$ cat src/hdl/dti_pkg.sv
// Constants, register map and carrier types for the serial target interface
package dti_pkg;

    // Target address parts
    localparam logic [4:0] ADDR_FIXED = 5'h12;   // Fixed upper address bits 10010
    localparam logic [6:0] ADDR_BCAST = 7'h47;   // Broadcast write address 1000111
    localparam logic [6:0] ADDR_GCALL = 7'h00;   // General call address
    localparam logic [7:0] GC_RST_BYTE = 8'h06;  // General call reset code

    // Command byte register addresses
    localparam logic [7:0] CMD_OPER = 8'h01;     // pmbus_operation_cmd
    localparam logic [7:0] CMD_CODE = 8'h21;     // output_code
    localparam logic [7:0] CMD_MHI = 8'h25;      // upper_margin_code
    localparam logic [7:0] CMD_MLO = 8'h26;      // lower_margin_code
    localparam logic [7:0] CMD_PSTAT = 8'h78;    // pmbus_status_summary
    localparam logic [7:0] CMD_PREV = 8'h98;     // pmbus_revision
    localparam logic [7:0] CMD_FLAGS = 8'hD0;    // device_state_flags
    localparam logic [7:0] CMD_MAIN = 8'hD1;     // main_settings
    localparam logic [7:0] CMD_SEC = 8'hD2;      // secondary_settings
    localparam logic [7:0] CMD_ACT = 8'hD3;      // action_strobes

    // Field positions
    localparam int SEC_TADDR_HI = 15;            // Target address field
    localparam int SEC_TADDR_LO = 14;
    localparam int SEC_PINFN_HI = 13;            // input_pin_function field
    localparam int SEC_PINFN_LO = 11;
    localparam int ACT_PINEN = 10;               // input_pin_enable bit
    localparam logic [2:0] PINFN_ADDR = 3'h7;    // Function code for address assignment

    // Bit counter codes
    localparam logic [3:0] BIT_FIRST = 4'h0;     // First bit of a byte
    localparam logic [3:0] BIT_LAST = 4'h7;      // Eighth bit of a byte
    localparam logic [3:0] BIT_ACK = 4'h8;       // Acknowledge slot
    localparam logic [3:0] BIT_WAIT = 4'hF;      // Waiting for the start's own clock fall
    localparam logic [3:0] BIT_STEP = 4'h1;

    // Reset values
    localparam logic [15:0] WORD_ZERO = 16'h0000;
    localparam logic [2:0] PINS_IDLE = 3'h6;     // Clock high, data high, pin low

    // Protocol states
    typedef enum logic [6:0] {
        ST_IDLE = 7'h01,
        ST_ADDR = 7'h02,
        ST_CMD = 7'h04,
        ST_DHI = 7'h08,
        ST_DLO = 7'h10,
        ST_TX = 7'h20,
        ST_SKIP = 7'h40
    } dti_state_type;

    // Writable register set
    typedef struct packed {
        logic [15:0] oper;
        logic [15:0] code;
        logic [15:0] mhi;
        logic [15:0] mlo;
        logic [15:0] main;
        logic [15:0] sec;
        logic [15:0] act;
    } dti_regs_type;

    // Read-only words supplied by the rest of the device
    typedef struct packed {
        logic [15:0] flags;
        logic [15:0] stat_sum;
        logic [15:0] revision;
    } dti_ro_type;

    // Pin samples
    typedef struct packed {
        logic scl;
        logic sda;
        logic pin;
    } dti_pins_type;

    localparam dti_regs_type REGS_RST = '0;

    // Whole protocol engine state
    typedef struct packed {
        dti_state_type st;
        dti_state_type nxt;
        logic [3:0] bitc;
        logic [7:0] sh;
        logic [7:0] hi;
        logic [7:0] txsh;
        logic [7:0] txlo;
        logic [7:0] cmd;
        logic [7:0] last_wr;
        logic cmd_seen;
        logic bc;
        logic gc;
        logic lo_sent;
        logic mack;
        logic scl_p;
        logic sda_p;
        logic oe;
        logic upd;
        logic swrst;
        dti_regs_type regs;
    } dti_core_type;

    localparam dti_core_type CORE_RST = '{
        st: ST_IDLE, nxt: ST_IDLE, bitc: BIT_WAIT, scl_p: 1'h1, sda_p: 1'h1,
        regs: REGS_RST, default: '0};

endpackage

$ cat src/hdl/dti_sync.sv
// Two-stage synchroniser for the serial pins and the general input pin
`timescale 1ns/100ps
module dti_sync (
    // Clock and reset
    input wire logic clk_i,
    input wire logic arst_n_i,
    // Raw and synchronised pins
    input wire dti_pkg::dti_pins_type pins_i,
    output dti_pkg::dti_pins_type pins_o
);
    import dti_pkg::*;

    // Both stages in one state word
    typedef struct packed {
        dti_pins_type meta;
        dti_pins_type sync;
    } dti_sync_type;

    dti_sync_type q;
    dti_sync_type d;

    // First stage feeds only the second
    always_comb begin
        d.meta = pins_i;
        d.sync = q.meta;
    end

    // Reset to the idle bus levels
    always_ff @(posedge clk_i or negedge arst_n_i) begin
        if (!arst_n_i) begin
            q <= {PINS_IDLE, PINS_IDLE};
        end else begin
            q <= d;
        end
    end

    assign pins_o = q.sync;
endmodule

$ cat src/hdl/dti_target.sv
// Serial target engine: addressing, register writes, reads and general call reset
// What this block does
// - Write frame: address, command, two data bytes
// - Acknowledge each received byte, low through ninth clock
// - Single update takes 36 clocks after start
// - Upper byte then lower byte; update after both
// - Apply value on fall ending lower-byte acknowledge
// - Stop releases bus; idle until next start
// - Address upper five bits fixed at 10010
// - Two low address bits from target field
// - Accept broadcast write address regardless of field
// - Broadcast address never answered for reads
// - Gated broadcast settings write needs pin high
// - Command byte selects register by address
// - Read: write address, command, restart, read
// - Read without command returns last written register
// - General call reset at acknowledge rise
// - Only seven-bit addresses recognised
`timescale 1ns/100ps
module dti_target (
    // Clock and reset
    input wire logic CLK_I,
    input wire logic ARST_N_I,
    // Serial bus, open drain data
    input wire logic SCL_I,
    input wire logic SDA_I,
    output logic SDA_O,
    output logic SDA_OE_O,
    // General input pin
    input wire logic GENERAL_INPUT_PIN_I,
    // Read-only words from the device
    input wire dti_pkg::dti_ro_type READBACK_I,
    // Register contents and events
    output dti_pkg::dti_regs_type REGS_O,
    output logic UPDATE_O,
    output logic SW_RESET_O
);
    import dti_pkg::*;

    dti_pins_type raw_pins;     // Pins as they arrive
    dti_pins_type pins;         // Pins after synchronisation
    dti_core_type q;            // Registered engine state
    dti_core_type d;            // Next engine state
    logic scl_rise;             // Clock edge seen this cycle
    logic scl_fall;
    logic start_seen;           // Data falls while clock high
    logic stop_seen;            // Data rises while clock high
    logic own_match;            // Address decode results
    logic bc_match;
    logic gc_match;
    logic pin_gate;             // Address assignment gate active and pin low
    logic [15:0] wr_word;       // Word assembled from the two data bytes
    logic [15:0] rd_word;       // Word chosen for a read

    assign raw_pins = '{scl: SCL_I, sda: SDA_I, pin: GENERAL_INPUT_PIN_I};

    // Pins cross into the clock domain here
    dti_sync u_sync (
        .clk_i(CLK_I),
        .arst_n_i(ARST_N_I),
        .pins_i(raw_pins),
        .pins_o(pins)
    );

    // Edge and condition detection on synchronised pins
    assign scl_rise = pins.scl && !q.scl_p;
    assign scl_fall = !pins.scl && q.scl_p;
    assign start_seen = pins.scl && q.scl_p && q.sda_p && !pins.sda;
    assign stop_seen = pins.scl && q.scl_p && !q.sda_p && pins.sda;

    // Register lookup for reads; unknown commands read as zero
    function automatic logic [15:0] read_reg(
        input logic [7:0] cmd,
        input dti_regs_type regs,
        input dti_ro_type ro
    );
        logic [15:0] w;
        w = WORD_ZERO;
        case (cmd)
            CMD_OPER: w = regs.oper;
            CMD_CODE: w = regs.code;
            CMD_MHI: w = regs.mhi;
            CMD_MLO: w = regs.mlo;
            CMD_MAIN: w = regs.main;
            CMD_SEC: w = regs.sec;
            CMD_ACT: w = regs.act;
            CMD_FLAGS: w = ro.flags;
            CMD_PSTAT: w = ro.stat_sum;
            CMD_PREV: w = ro.revision;
            default: w = WORD_ZERO;
        endcase
        return w;
    endfunction

    // Address decode from the received address byte
    always_comb begin
        own_match = (q.sh[7:1] == {ADDR_FIXED, q.regs.sec[SEC_TADDR_HI:SEC_TADDR_LO]});
        bc_match = (q.sh[7:1] == ADDR_BCAST) && !q.sh[0];
        gc_match = (q.sh[7:1] == ADDR_GCALL) && !q.sh[0];
        pin_gate = (q.regs.sec[SEC_PINFN_HI:SEC_PINFN_LO] == PINFN_ADDR)
            && q.regs.act[ACT_PINEN] && q.bc && !pins.pin;
        wr_word = {q.hi, q.sh};
        // No command this transaction: fall back to the last written register
        rd_word = read_reg(q.cmd_seen ? q.cmd : q.last_wr, q.regs, READBACK_I);
    end

    // Protocol engine next state
    always_comb begin
        d = q;
        d.upd = 1'h0;
        d.swrst = 1'h0;
        d.scl_p = pins.scl;
        d.sda_p = pins.sda;
        if (start_seen) begin
            // Start or repeated start; command pointer survives a restart
            d.st = ST_ADDR;
            d.bitc = BIT_WAIT;
            d.oe = 1'h0;
            d.bc = 1'h0;
            d.gc = 1'h0;
        end else if (stop_seen) begin
            // Release the line and wait for a start
            d.st = ST_IDLE;
            d.oe = 1'h0;
            d.cmd_seen = 1'h0;
        end else if (scl_rise) begin
            // Data bits are taken while the clock is high
            if (q.bitc <= BIT_LAST) begin
                d.sh = {q.sh[6:0], pins.sda};
            end
            // Controller answer to a byte we sent
            if (q.st == ST_TX && q.bitc == BIT_ACK) begin
                d.mack = !pins.sda;
            end
            // Reset fires on the rising clock of our reset-byte acknowledge
            if (q.gc && q.st == ST_CMD && q.bitc == BIT_ACK && q.oe) begin
                d.swrst = 1'h1;
                d.regs = REGS_RST;
            end
        end else if (scl_fall && q.st != ST_IDLE && q.st != ST_SKIP) begin
            if (q.bitc == BIT_WAIT) begin
                // Fall belonging to the start itself
                d.bitc = BIT_FIRST;
            end else if (q.bitc == BIT_LAST) begin
                // Eight bits done: enter the ninth clock
                d.bitc = BIT_ACK;
                unique case (q.st)
                    ST_ADDR: begin
                        // Ten-bit headers never match and are left alone
                        d.oe = own_match || bc_match || gc_match;
                        d.bc = bc_match;
                        d.gc = gc_match && !own_match;
                        d.lo_sent = 1'h0;
                        d.txsh = rd_word[15:8];
                        d.txlo = rd_word[7:0];
                        if (!(own_match || bc_match || gc_match)) begin
                            d.nxt = ST_SKIP;
                        end else if (own_match && q.sh[0]) begin
                            d.nxt = ST_TX;
                        end else begin
                            d.nxt = ST_CMD;
                        end
                    end
                    ST_CMD: begin
                        if (q.gc) begin
                            // Only the reset code is taken after a general call
                            d.oe = (q.sh == GC_RST_BYTE);
                            d.nxt = ST_SKIP;
                        end else begin
                            d.oe = 1'h1;
                            d.cmd = q.sh;
                            d.cmd_seen = 1'h1;
                            d.nxt = ST_DHI;
                        end
                    end
                    ST_DHI: begin
                        d.oe = 1'h1;
                        d.hi = q.sh;
                        d.nxt = ST_DLO;
                    end
                    ST_DLO: begin
                        // Bytes past the lower one are refused
                        d.oe = 1'h1;
                        d.nxt = ST_SKIP;
                    end
                    ST_TX: begin
                        // Let go so the controller can answer
                        d.oe = 1'h0;
                        d.nxt = ST_TX;
                    end
                    ST_IDLE, ST_SKIP: begin
                        d.oe = 1'h0;
                    end
                endcase
            end else if (q.bitc == BIT_ACK) begin
                // Fall that closes the ninth clock
                d.bitc = BIT_FIRST;
                d.oe = 1'h0;
                d.st = q.nxt;
                if (q.st == ST_ADDR && q.nxt == ST_TX) begin
                    // Upper byte goes out first, driven right after this fall
                    d.oe = !q.txsh[7];
                end
                if (q.st == ST_DLO) begin
                    // Both bytes are in: apply on this very edge
                    d.upd = 1'h1;
                    d.last_wr = q.cmd;
                    case (q.cmd)
                        CMD_OPER: d.regs.oper = wr_word;
                        CMD_CODE: d.regs.code = wr_word;
                        CMD_MHI: d.regs.mhi = wr_word;
                        CMD_MLO: d.regs.mlo = wr_word;
                        CMD_MAIN: d.regs.main = wr_word;
                        CMD_SEC: begin
                            // Address assignment only lands where the pin is high
                            if (!pin_gate) begin
                                d.regs.sec = wr_word;
                            end
                        end
                        CMD_ACT: d.regs.act = wr_word;
                        default: begin
                            // Read-only or unknown target: nothing stored
                            d.upd = 1'h0;
                            d.last_wr = q.last_wr;
                        end
                    endcase
                end
                if (q.st == ST_TX) begin
                    if (q.mack && !q.lo_sent) begin
                        // Controller took the upper byte: send the lower one
                        d.lo_sent = 1'h1;
                        d.txsh = q.txlo;
                        d.oe = !q.txlo[7];
                    end else begin
                        // Not-acknowledge or both bytes done: stay off the line
                        d.st = ST_SKIP;
                    end
                end
            end else begin
                // Mid-byte fall: next bit position
                d.bitc = q.bitc + BIT_STEP;
                if (q.st == ST_TX) begin
                    d.txsh = {q.txsh[6:0], 1'h0};
                    d.oe = !q.txsh[6];
                end
            end
        end
    end

    // Engine state register
    always_ff @(posedge CLK_I or negedge ARST_N_I) begin
        if (!ARST_N_I) begin
            q <= CORE_RST;
        end else begin
            q <= d;
        end
    end

    // Outputs straight from the state register; data pin only ever pulls low
    assign SDA_O = q.sda_p && 1'h0;
    assign SDA_OE_O = q.oe;
    assign REGS_O = q.regs;
    assign UPDATE_O = q.upd;
    assign SW_RESET_O = q.swrst;
endmodule

$ cat config.mk
export PLATFORM = sky130hd
export DESIGN_NAME = dti_target
export DESIGN_NICKNAME = d
export VERILOG_FILES = /design/src/hdl/dti_pkg.sv /design/src/hdl/dti_sync.sv /design/src/hdl/dti_target.sv
export SDC_FILE = /design/constraint.sdc
export NUM_CORES = 1
export LEC_CHECK = 0
export ABC_AREA = 1
export BUFFER_PORTS_ARGS = -buffer_cell sky130_fd_sc_hd__buf_2
export CORE_ASPECT_RATIO = 0.9
export CORE_MARGIN = 10
export CORE_UTILIZATION = 40
export CTS_CLUSTER_DIAMETER = 100
export CTS_CLUSTER_SIZE = 25
export DETAILED_ROUTE_END_ITERATION = 12
export PLACE_DENSITY = 0.66
export SYNTH_ARGS = -nofsm -noshare
export SYNTH_HDL_FRONTEND = slang
export SYNTH_SLANG_ARGS = --single-unit
$ cat constraint.sdc
create_clock -name CLK_I -period 5.5 [get_ports CLK_I]
set_clock_uncertainty 0.05 [all_clocks]
set_input_delay 0 -clock CLK_I [delete_from_list [all_inputs] [get_ports CLK_I]]
set_output_delay 0 -clock CLK_I [all_outputs]
set_load 0.005 [all_outputs]
==> flow_summary_export.csv, run 1 <==
group,metric,value,unit
yosys,ys_warn_count,0,
floorplan,start_util,0.407,
power,p_leak,5.93,nW
yosys,synth_cell_types,41,
final_layout,n_antenna_cell,0,
final_layout,area_growth,8.69,%
clock_tree,clk_latency,0.45,ns
routing,drtIter0Drc,1051,
yosys,synth_compound_gate_area_share,0.112,
yosys,synth_edf_count,0,
routing,drc,0,
sta,grt_setup_unrepaired,"false",
yosys,yosysMostFrequentCell,"nand2_1",
place,post-dp-hpwl,27.3,mm
critical_path,path_cells,"clkinv_4, nand2_1, nand2_2, nand2_1, nor2_4, and2_1, nand2_1, nand2_1, dlygate4sd3_1, nor2_1, dlygate4sd3_1, nand3b_1, nand2_1, nand2_1",
clock_tree,root_buffer,"clkbuf_16",
yosys,async_reset_ff_frac,1.00,
final_layout,drive_gt1_frac,0.180,
yosys,synth.yosys.seq_area_share,0.441,
critical_path,required,5.84,ns
yosys,syn_area_per_cell,7.53,um2
critical_path,cp_slowest_cell,"dfrtp_1",
sta,fin_tns_setup,0,ns
yosys,synth_top_family_by_area,"simple AND/OR/NAND/NOR gates",
sta,post-route-min-period,4.09,ns
yosys,synth_mux_area_frac,0,
routing,vias,9962,
critical_path,start_kind,"flip-flop",
yosys,synth.top_cell.area_share,0.412,
clock_tree,cts_setup_buffers,0,
routing,wl_per_cell,19.6,um
clock_tree,cts_tree,"yes",
yosys,yosysTopAreaCell,"dfrtp_1",
sta,setup_violations,0,
critical_path,path_common_cell,"nand2_1",
floorplan,die_x,195,um
critical_path,cp-end-kind,"flip-flop",
grt,grt_pass1_vias,9449,
clock_tree,cts_buffer_depth,2,
sta,relSlewSlack,0.150,
sta,finalCritPeriodShare,0.744,
clock_tree,cts_buffers,17,
yosys,synth_ff_type,"dfrtp_1",
clock_tree,clk_pin_slew_worst_paths,0.08,ns
routing,via_per_inst,5.32,
floorplan,fp.coreArea,27000,um2
routing,final_antenna_net_count,0,
outcome,status,"complete, no violations",
power,power_density,302,nW/um2
critical_path,slowest_delay,0.62,ns
critical_path,worst_ep_arrival_time,4.43,ns
power,peakVddDrop,204,uV
min_path,hold_path_class,"input pin to flip-flop",
flow_run,max_cap_viol_count,0,
critical_path,cp_max_fo,26,
yosys,synthSimpleGateAreaFrac,0.278,
floorplan,die_h,177,um
sta,finalMaxSlewViolations,0,
sta,max_freq,0.244,GHz
grt,grt_first_pass_wirelength,56.4,mm
yosys,yosys-top-cells-count,"nand2_1 (361), dfrtp_1 (181), inv_1 (159), nor2_1 (126), nand3_1 (121)",
floorplan,die-area,34500,um2
yosys,synth_area,11000,um2
grt,overflow,0,
yosys,syn_inst,1460,
floorplan,core.rowCount,57,
sta,final_hold_viol_count,0,
yosys,synth_xor_area_frac,0,
place,portBuffers,167,
final_layout,fin_util,0.442,
yosys,syn_nets,1515,
final_layout,nets,1559,
grt,track_usage,0.209,
yosys,synth_seq_cells,193,
yosys,synthAdderAreaFrac,0.00228,
routing,firstDrtPassIters,5,
clock_tree,cts_sinks,193,
yosys,synth_area_leaders,"dfrtp_1 (41%), nand2_1 (12%), buf_4 (8.1%)",
clock_tree,htreeDepth,4,
routing,drt_wl_total,36.6,mm
sta,tightest_slew,1.27,ns
place,routabilityCongestion,0.947,
floorplan,io_pins,169,
grt,antenna_found_initial,0,
critical_path,critical_path_class,"flip-flop to flip-flop",
grt,grt_max_degree,79,
sequential cells by signal, indices dropped and copies added (netlist names):
name / flops
q: 72
u_sync.d: 3
SDA_OE_O: 1
UPDATE_O: 1
u_sync.pins_o: 3
SW_RESET_O: 1
REGS_O: 112
final timing paths:
kind / start / to / slack (ns) / cells past startpoint
worst max-delay path: q[121] / q[140] / 1.41 / 14
worst min-delay path: READBACK_I[4] / q[142] / 0.0003 / 7
worst max register to register: q[121] / q[140] / 1.41 / 14
worst min register to register: u_sync.d[0] / u_sync.pins_o[0] / 0.30 / 0
max in group asynchronous: ARST_N_I / REGS_O[11] / 3.84 / 3
min in group asynchronous: ARST_N_I / REGS_O[105] / 0.06 / 2
power by group:
group / total [mW] / switching (mW) / internal, mW
logic: 0.605 / 0.413 / 0.192
registers: 1.70 / 0.140 / 1.56
clock network: 1.30 / 0.674 / 0.621
total: 3.60 / 1.23 / 2.38
per-stage QoR:
stage	power [mW]	area [um2]	hold slack (ns)	std cells	worst slack (ns)
2_1_floorplan	2.09	11000	-0.346	1460	3.46
3_3_place_gp	2.31	11100	0.0279	1820	2.09
3_5_place_dp	2.32	11100	0.0313	1820	1.86
4_1_cts	3.62	11900	0.00349	1871	1.49
5_1_grt	3.77	11900	0.0480	1871	1.14
6_report	3.60	11900	0.000317	1871	1.41
timing repair:
| action | CTS | global route |
|---|---|---|
| hold buffers | 19 | 0 |
| endpoints found under the hold margin | 84 | 0 |
| gates resized for setup | 0 | 0 |
layer usage:
layer  global-route usage  vias up  part of all wire
li1                     -     4645                 -
met1                0.280     4780              0.43
met2                0.326      481              0.45
met3               0.0492       56             0.088
met4               0.0669        0             0.024
met5                    0        -                 0
logic make-up after synthesis:
| group | after synthesis |
|---|---|
| fa+ha+maj | 2 |
| compound gates | 233 |
| simple gates | 696 |
| buf+inv | 335 |
| flops | 193 |
| other cells | 1 |
placed cells by master (no fill, tap or decap), types with 7 or more instances in the layout:
cell / instances
nand3_1: 121
nand4_1: 19
inv_1: 159
clkinv_8: 7
nand3b_1: 9
dfrtp_1: 181
o22ai_1: 17
a21oi_1: 34
dfstp_2: 12
dlygate4sd3_1: 19
nor2_2: 15
inv_2: 8
o21ai_0: 109
o21ai_1: 62
nand2_2: 16
nor3_1: 9
clkbuf_16: 17
nand2_1: 361
nor2_1: 126
buf_2: 166
layout make-up:
cell class	count	area, um2
inverters	168	636
fillers	2751	15100
clock inverters	15	191
well taps	354	443
flip-flops and latches	193	4840
repair buffers	192	1080
clock buffers	17	425
multi-input cells	932	4320
worst max-delay path: cells and delay by family (launching register included):
kind / cells / cell delay, ns
DFF: 1 / 0.62
and+or+nand+nor: 11 / 1.98
buffers and inverters: 3 / 1.37
Power figures use the tool's default switching activity.
==> inputs of run 2 (changes only) <==
- PLACE_DENSITY: 0.66 -> 0.68
- clock period: 5.5 -> 3.5 ns (I/O delays scaled with it)
==> run 2 against run 1 <==
  * Sequential power rose by 58%
  * Highest routed layer unchanged
  * Non-clock buffer count rose by 26
  * Largest cell class unchanged
  * Hold slack improved by 0.0081 ns
  * Via count fell by 0.60%
  * Sequential share of layout area fell by 0.64 points
  * Total power rose by 56%
==> flow_summary_export.csv, run 2 (synthesis results as in run 1) <==
group,metric,value,unit
critical_path,required,3.83,ns
outcome,status,"complete, no violations",
sta,post-route-min-period,3.16,ns
floorplan,die-area,34500,um2
routing,drc,0,
floorplan,io_pins,169,
power,p_clk_frac,0.346,
power,power_density,465,nW/um2
final_layout,largest_reg_flops,112,
critical_path,cp-end-kind,"flip-flop",
place,routabilityCongestion,0.944,
power,p_seq_frac,0.477,
floorplan,fp.coreArea,27000,um2
sta,grt_setup_unrepaired,"false",
place,post-dp-hpwl,27.7,mm
power,p_sw,1.89,mW
clock_tree,cts_sinks,193,
critical_path,worst_ep_arrival_time,3.49,ns
routing,vias,9902,
final_layout,area_growth,10.4,%
clock_tree,cts_buffers,17,
final_layout,final_cell_mix,"nand2_1 (361), dfrtp_1 (181), buf_2 (166)",
final_layout,final_cells,1898,
critical_path,r2r_cells,13,
routing,drt_wl_total,36.8,mm
floorplan,die_x,195,um
sta,finalCritPeriodShare,0.903,
sta,finalMaxSlewViolations,0,
final_layout,fillerInstances,2731,
critical_path,critical_path_class,"flip-flop to flip-flop",
power,p_leak,6.06,nW
floorplan,die_h,177,um
power,switching_share,0.336,
grt,track_usage,0.208,
sta,setup_slack,0.338,ns
grt,grt_first_pass_wirelength,56.2,mm
routing,firstDrtPassIters,7,
place,dp.cells,1842,
floorplan,core.rowCount,57,
grt,grt_max_degree,99,
clock_tree,htreeDepth,4,
final_layout,register_area,4840,um2
power,p_int,3.75,mW
clock_tree,postCtsResizedCells,0,
sta,relSlewSlack,0.153,
final_layout,fin_util,0.449,
grt,antenna_found_initial,1,
routing,final_antenna_net_count,0,
grt,grt_pass1_vias,9443,
clock_tree,root_buffer,"clkbuf_16",
power,p_comb_frac,0.177,
critical_path,start_kind,"flip-flop",
routing,wl_per_cell,19.4,um
critical_path,cp_max_fo,17,
final_layout,nets,1585,
floorplan,start_util,0.407,
routing,via_per_inst,5.22,
place,portBuffers,167,
sta,final_hold_viol_count,0,
clock_tree,clk_pin_slew_worst_paths,0.08,ns
sta,timing.hold.ws,0.00842,ns
sta,max_freq,0.316,GHz
sta,fin_tns_setup,0,ns
final_layout,layout_commonest_cell,"nand2_1",
power,peakVddDrop,343,uV
clock_tree,cts_buffer_depth,2,
min_path,hold_path_class,"input pin to flip-flop",
sta,tightest_slew,1.27,ns
sta,setup_violations,0,
min_path,whs_path_depth,7,
final_layout,drive_gt1_frac,0.191,
clock_tree,cts_setup_buffers,0,
clock_tree,clk_latency,0.44,ns
grt,overflow,0,
routing,drtIter0Drc,1238,
clock_tree,cts_tree,"yes",
final_layout,multi_input_area,4320,um2
place,place_ws,0.687,ns
flow_run,max_cap_viol_count,0,
==> run 2: final timing paths <==
path	slack, ns	startpoint	to
max	0.34	q[121]	q[143]
min	0.008	READBACK_I[7]	q[145]
min in group asynchronous	0.19	ARST_N_I	REGS_O[105]
max reg2reg	0.34	q[121]	q[143]
min reg2reg	0.31	u_sync.d[1]	u_sync.pins_o[1]
max in group asynchronous	2.33	ARST_N_I	q[149]
==> run 2: critical path: stages (launching register included) <==
cell and delay (ns):
dfrtp_1 0.59, clkinv_4 0.23, nand2_1 0.08, nand2_1 0.12
nand2_2 0.11, nor2_4 0.32, and2_1 0.56, nand2_1 0.11
nand2_1 0.09, dlygate4sd3_1 0.56, nor2_1 0.06, nand3b_1 0.08
nand2_1 0.05, nand2_1 0.09
==> run 2: cell type report <==
class,count,share of cell area
clock buffers,19,0.0365
repair buffers,218,0.107
diodes,1,0.000206
flip-flops and latches,193,0.399
clock inverters,13,0.0120
inverters,168,0.0524
well taps,354,0.0365
multi-input cells,932,0.356
==> run 2: what timing repair did <==
action,CTS,global route
endpoints found under the setup margin,0,0
hold buffers,23,0
endpoints found under the hold margin,101,0
==> run 2: per-stage QoR <==
step,total power [mW],instance area [um2]
6_report,5.64,12100
5_1_grt,5.89,12100
3_5_place_dp,3.69,11300
2_1_floorplan,3.29,11000
4_1_cts,5.64,12100
3_3_place_gp,3.67,11300
==> run 2: power groups by stage <==
stage / clock network (mW) / registers [mW] / logic, mW
4_1_cts: 1.97 / 2.68 / 0.991
3_3_place_gp: 0 / 2.72 / 0.952
2_1_floorplan: 0 / 2.62 / 0.672
3_5_place_dp: 0 / 2.72 / 0.973
6_report: 1.95 / 2.69 / 0.999
5_1_grt: 2.06 / 2.70 / 1.13
==> run 2: per-layer routing <==
metal / track usage / share of wire
met2: 0.321 / 0.45
met5: 0 / 0
met1: 0.284 / 0.44
met4: 0.0605 / 0.021
met3: 0.0491 / 0.090
==> inputs of run 3 (changes only) <==
- PLACE_DENSITY: 0.68 -> 0.66
- clock period: 3.5 -> 4 ns (I/O delays scaled with it)
==> run 3 against run 2 <==
  * Critical path depth stayed put
  * Critical endpoint is now q[144]
  * Critical path type unchanged
  * Largest cell class unchanged
  * Core utilization fell by 0.051 points
  * Non-clock buffer count fell by 9
  * Routed wire length increased by 1.1%
  * First-iteration DRC count down 8.2%
  * Clock power is 6% lower
==> flow_summary_export.csv, run 3 (synthesis results as in run 1) <==
group,metric,value,unit
sta,setup_violations,0,
sta,post-route-min-period,3.75,ns
critical_path,required,4.34,ns
final_layout,register_area,4840,um2
grt,grt_pass1_vias,9550,
final_layout,largest_reg_flops,112,
routing,drtIter0Drc,1136,
power,p_comb_frac,0.171,
sta,relSlewSlack,0.188,
sta,fin_tns_setup,0,ns
final_layout,final_cells,1888,
grt,grt_first_pass_wirelength,57.7,mm
sta,max_freq,0.267,GHz
clock_tree,clk_pin_slew_worst_paths,0.08,ns
routing,drc,0,
grt,antenna_found_initial,0,
sta,finalMaxSlewViolations,0,
sta,final_hold_viol_count,0,
floorplan,die-area,34500,um2
floorplan,core.rowCount,57,
routing,final_antenna_net_count,0,
power,p_seq_frac,0.466,
min_path,min-delay-start,"READBACK_I[42]",
floorplan,die_h,177,um
critical_path,start_kind,"flip-flop",
final_layout,layout_commonest_cell,"nand2_1",
critical_path,cp_max_fo,17,
final_layout,final_cell_mix,"nand2_1 (361), dfrtp_1 (181), buf_2 (166)",
clock_tree,cts_sinks,193,
grt,met1_usage,0.287,
clock_tree,clk_latency,0.45,ns
clock_tree,root_buffer,"clkbuf_16",
critical_path,cp-end-kind,"flip-flop",
grt,overflow,0,
final_layout,area_growth,10.3,%
critical_path,reg2reg_slack,0.25,ns
final_layout,nets,1576,
final_layout,fin_util,0.448,
final_layout,multi_input_area,4320,um2
critical_path,r2r_end,"q[144]",
flow_run,max_cap_viol_count,0,
sta,finalCritPeriodShare,0.938,
critical_path,critical_path_class,"flip-flop to flip-flop",
clock_tree,htreeDepth,4,
grt,gr-max-usage-layer,"met2",
place,post-dp-hpwl,27.7,mm
sta,timing.hold.ws,0.0247,ns
clock_tree,postCtsResizedCells,0,
routing,wl_per_cell,19.7,um
clock_tree,cts_tree,"yes",
power,p_sw,1.74,mW
critical_path,worst_ep_arrival_time,4.10,ns
final_layout,drive_gt1_frac,0.184,
sta,grt_setup_unrepaired,"false",
power,switching_share,0.346,
power,p_clk_frac,0.363,
min_path,hold_path_class,"input pin to flip-flop",
min_path,holdPathEnd,"q[148]",
place,dp.cells,1829,
grt,grt_max_degree,111,
outcome,status,"complete, no violations",
routing,via_per_inst,5.28,
floorplan,start_util,0.407,
critical_path,r2r_cells,13,
critical_path,r2r_start,"q[121]",
sta,tightest_slew,1.22,ns
power,p_leak,6.02,nW
min_path,whs_path_depth,7,
grt,track_usage,0.213,
final_layout,n_antenna_cell,0,
power,peakVddDrop,304,uV
clock_tree,cts_buffers,17,
floorplan,io_pins,169,
floorplan,fp.coreArea,27000,um2
power,p_int,3.29,mW
clock_tree,cts_buffer_depth,2,
place,routabilityCongestion,0.950,
routing,firstDrtPassIters,7,
grt,met3_usage,0.0500,
floorplan,die_x,195,um
routing,vias,9973,
routing,drt_wl_total,37.2,mm
place,portBuffers,167,
power,power_density,416,nW/um2
final_layout,fillerInstances,2757,
grt,met2_usage,0.335,
run 3: cell count changes in the layout (fill, tap and decap cells not counted), sizes merged:
| cell | change |
|---|---|
| dlygate4sd3 | +4 |
| diode | -1 |
| clkinv | -1 |
| buf | -13 |
| clkinvlp | -1 |
| clkbuf | -2 |
| inv | +4 |
run 3: worst max path at each step:
stage | startpoint | to | slack (ns) | cells after the start
after detailed placement | q[171] | REGS_O[97] | 0.74 | 10
after floorplan | q[170] | REGS_O[72] | 1.96 | 12
after global routing | q[121] | q[143] | 0.02 | 13
final | q[121] | q[144] | 0.25 | 13
after CTS | q[121] | q[144] | 0.35 | 14
after global placement | q[171] | REGS_O[110] | 0.88 | 10
run 3: layout make-up:
type,count,area share
clock buffer,17,0.0351
sequential,193,0.400
tap,354,0.0365
clock inverter,15,0.0172
timing repair buffer,209,0.102
inverter,168,0.0524
multi-input combinational,932,0.357
run 3: metal layers:
layer,routed length [um],vias up,share of wire
met2,16900,516,0.45
li1,-,4677,-
met5,0,-,0
met4,829,0,0.022
met3,3550,58,0.096
met1,15900,4722,0.43
run 3: critical path: stages, from the launching register on:
cell           delay, ns
dfrtp_1             0.60
clkinv_4            0.24
nand2_1             0.07
nand2_1             0.10
nand2_2             0.09
nor2_2              0.84
nand3_1             0.15
nand2_1             0.13
dlygate4sd3_1       0.57
nor2_1              0.05
dlygate4sd3_1       0.56
nand3b_1            0.09
nand2_1             0.06
nand2_1             0.09
run 3: power by group through the flow:
stage | clock [mW] | sequential [mW] | combinational (mW)
floorplan | 0 | 2.29 | 0.588
global placement | 0 | 2.38 | 0.835
detailed placement | 0 | 2.38 | 0.844
CTS | 1.85 | 2.34 | 0.859
global route | 1.93 | 2.36 | 0.969
finish | 1.83 | 2.35 | 0.862
run 3: metrics by stage:
stage,cell area (um2),total power [mW],setup WS (ns)
2_1_floorplan,11000,2.88,1.96
3_3_place_gp,11200,3.22,0.877
3_5_place_dp,11200,3.22,0.735
4_1_cts,12100,5.05,0.346
5_1_grt,12100,5.26,0.0173
6_report,12100,5.04,0.248
run 3: repair_timing:
action / 4_1_cts / 5_1_grt
hold buffers: 27 / 0
endpoints found under the hold margin: 108 / 0
buffers inserted: 0 / 0
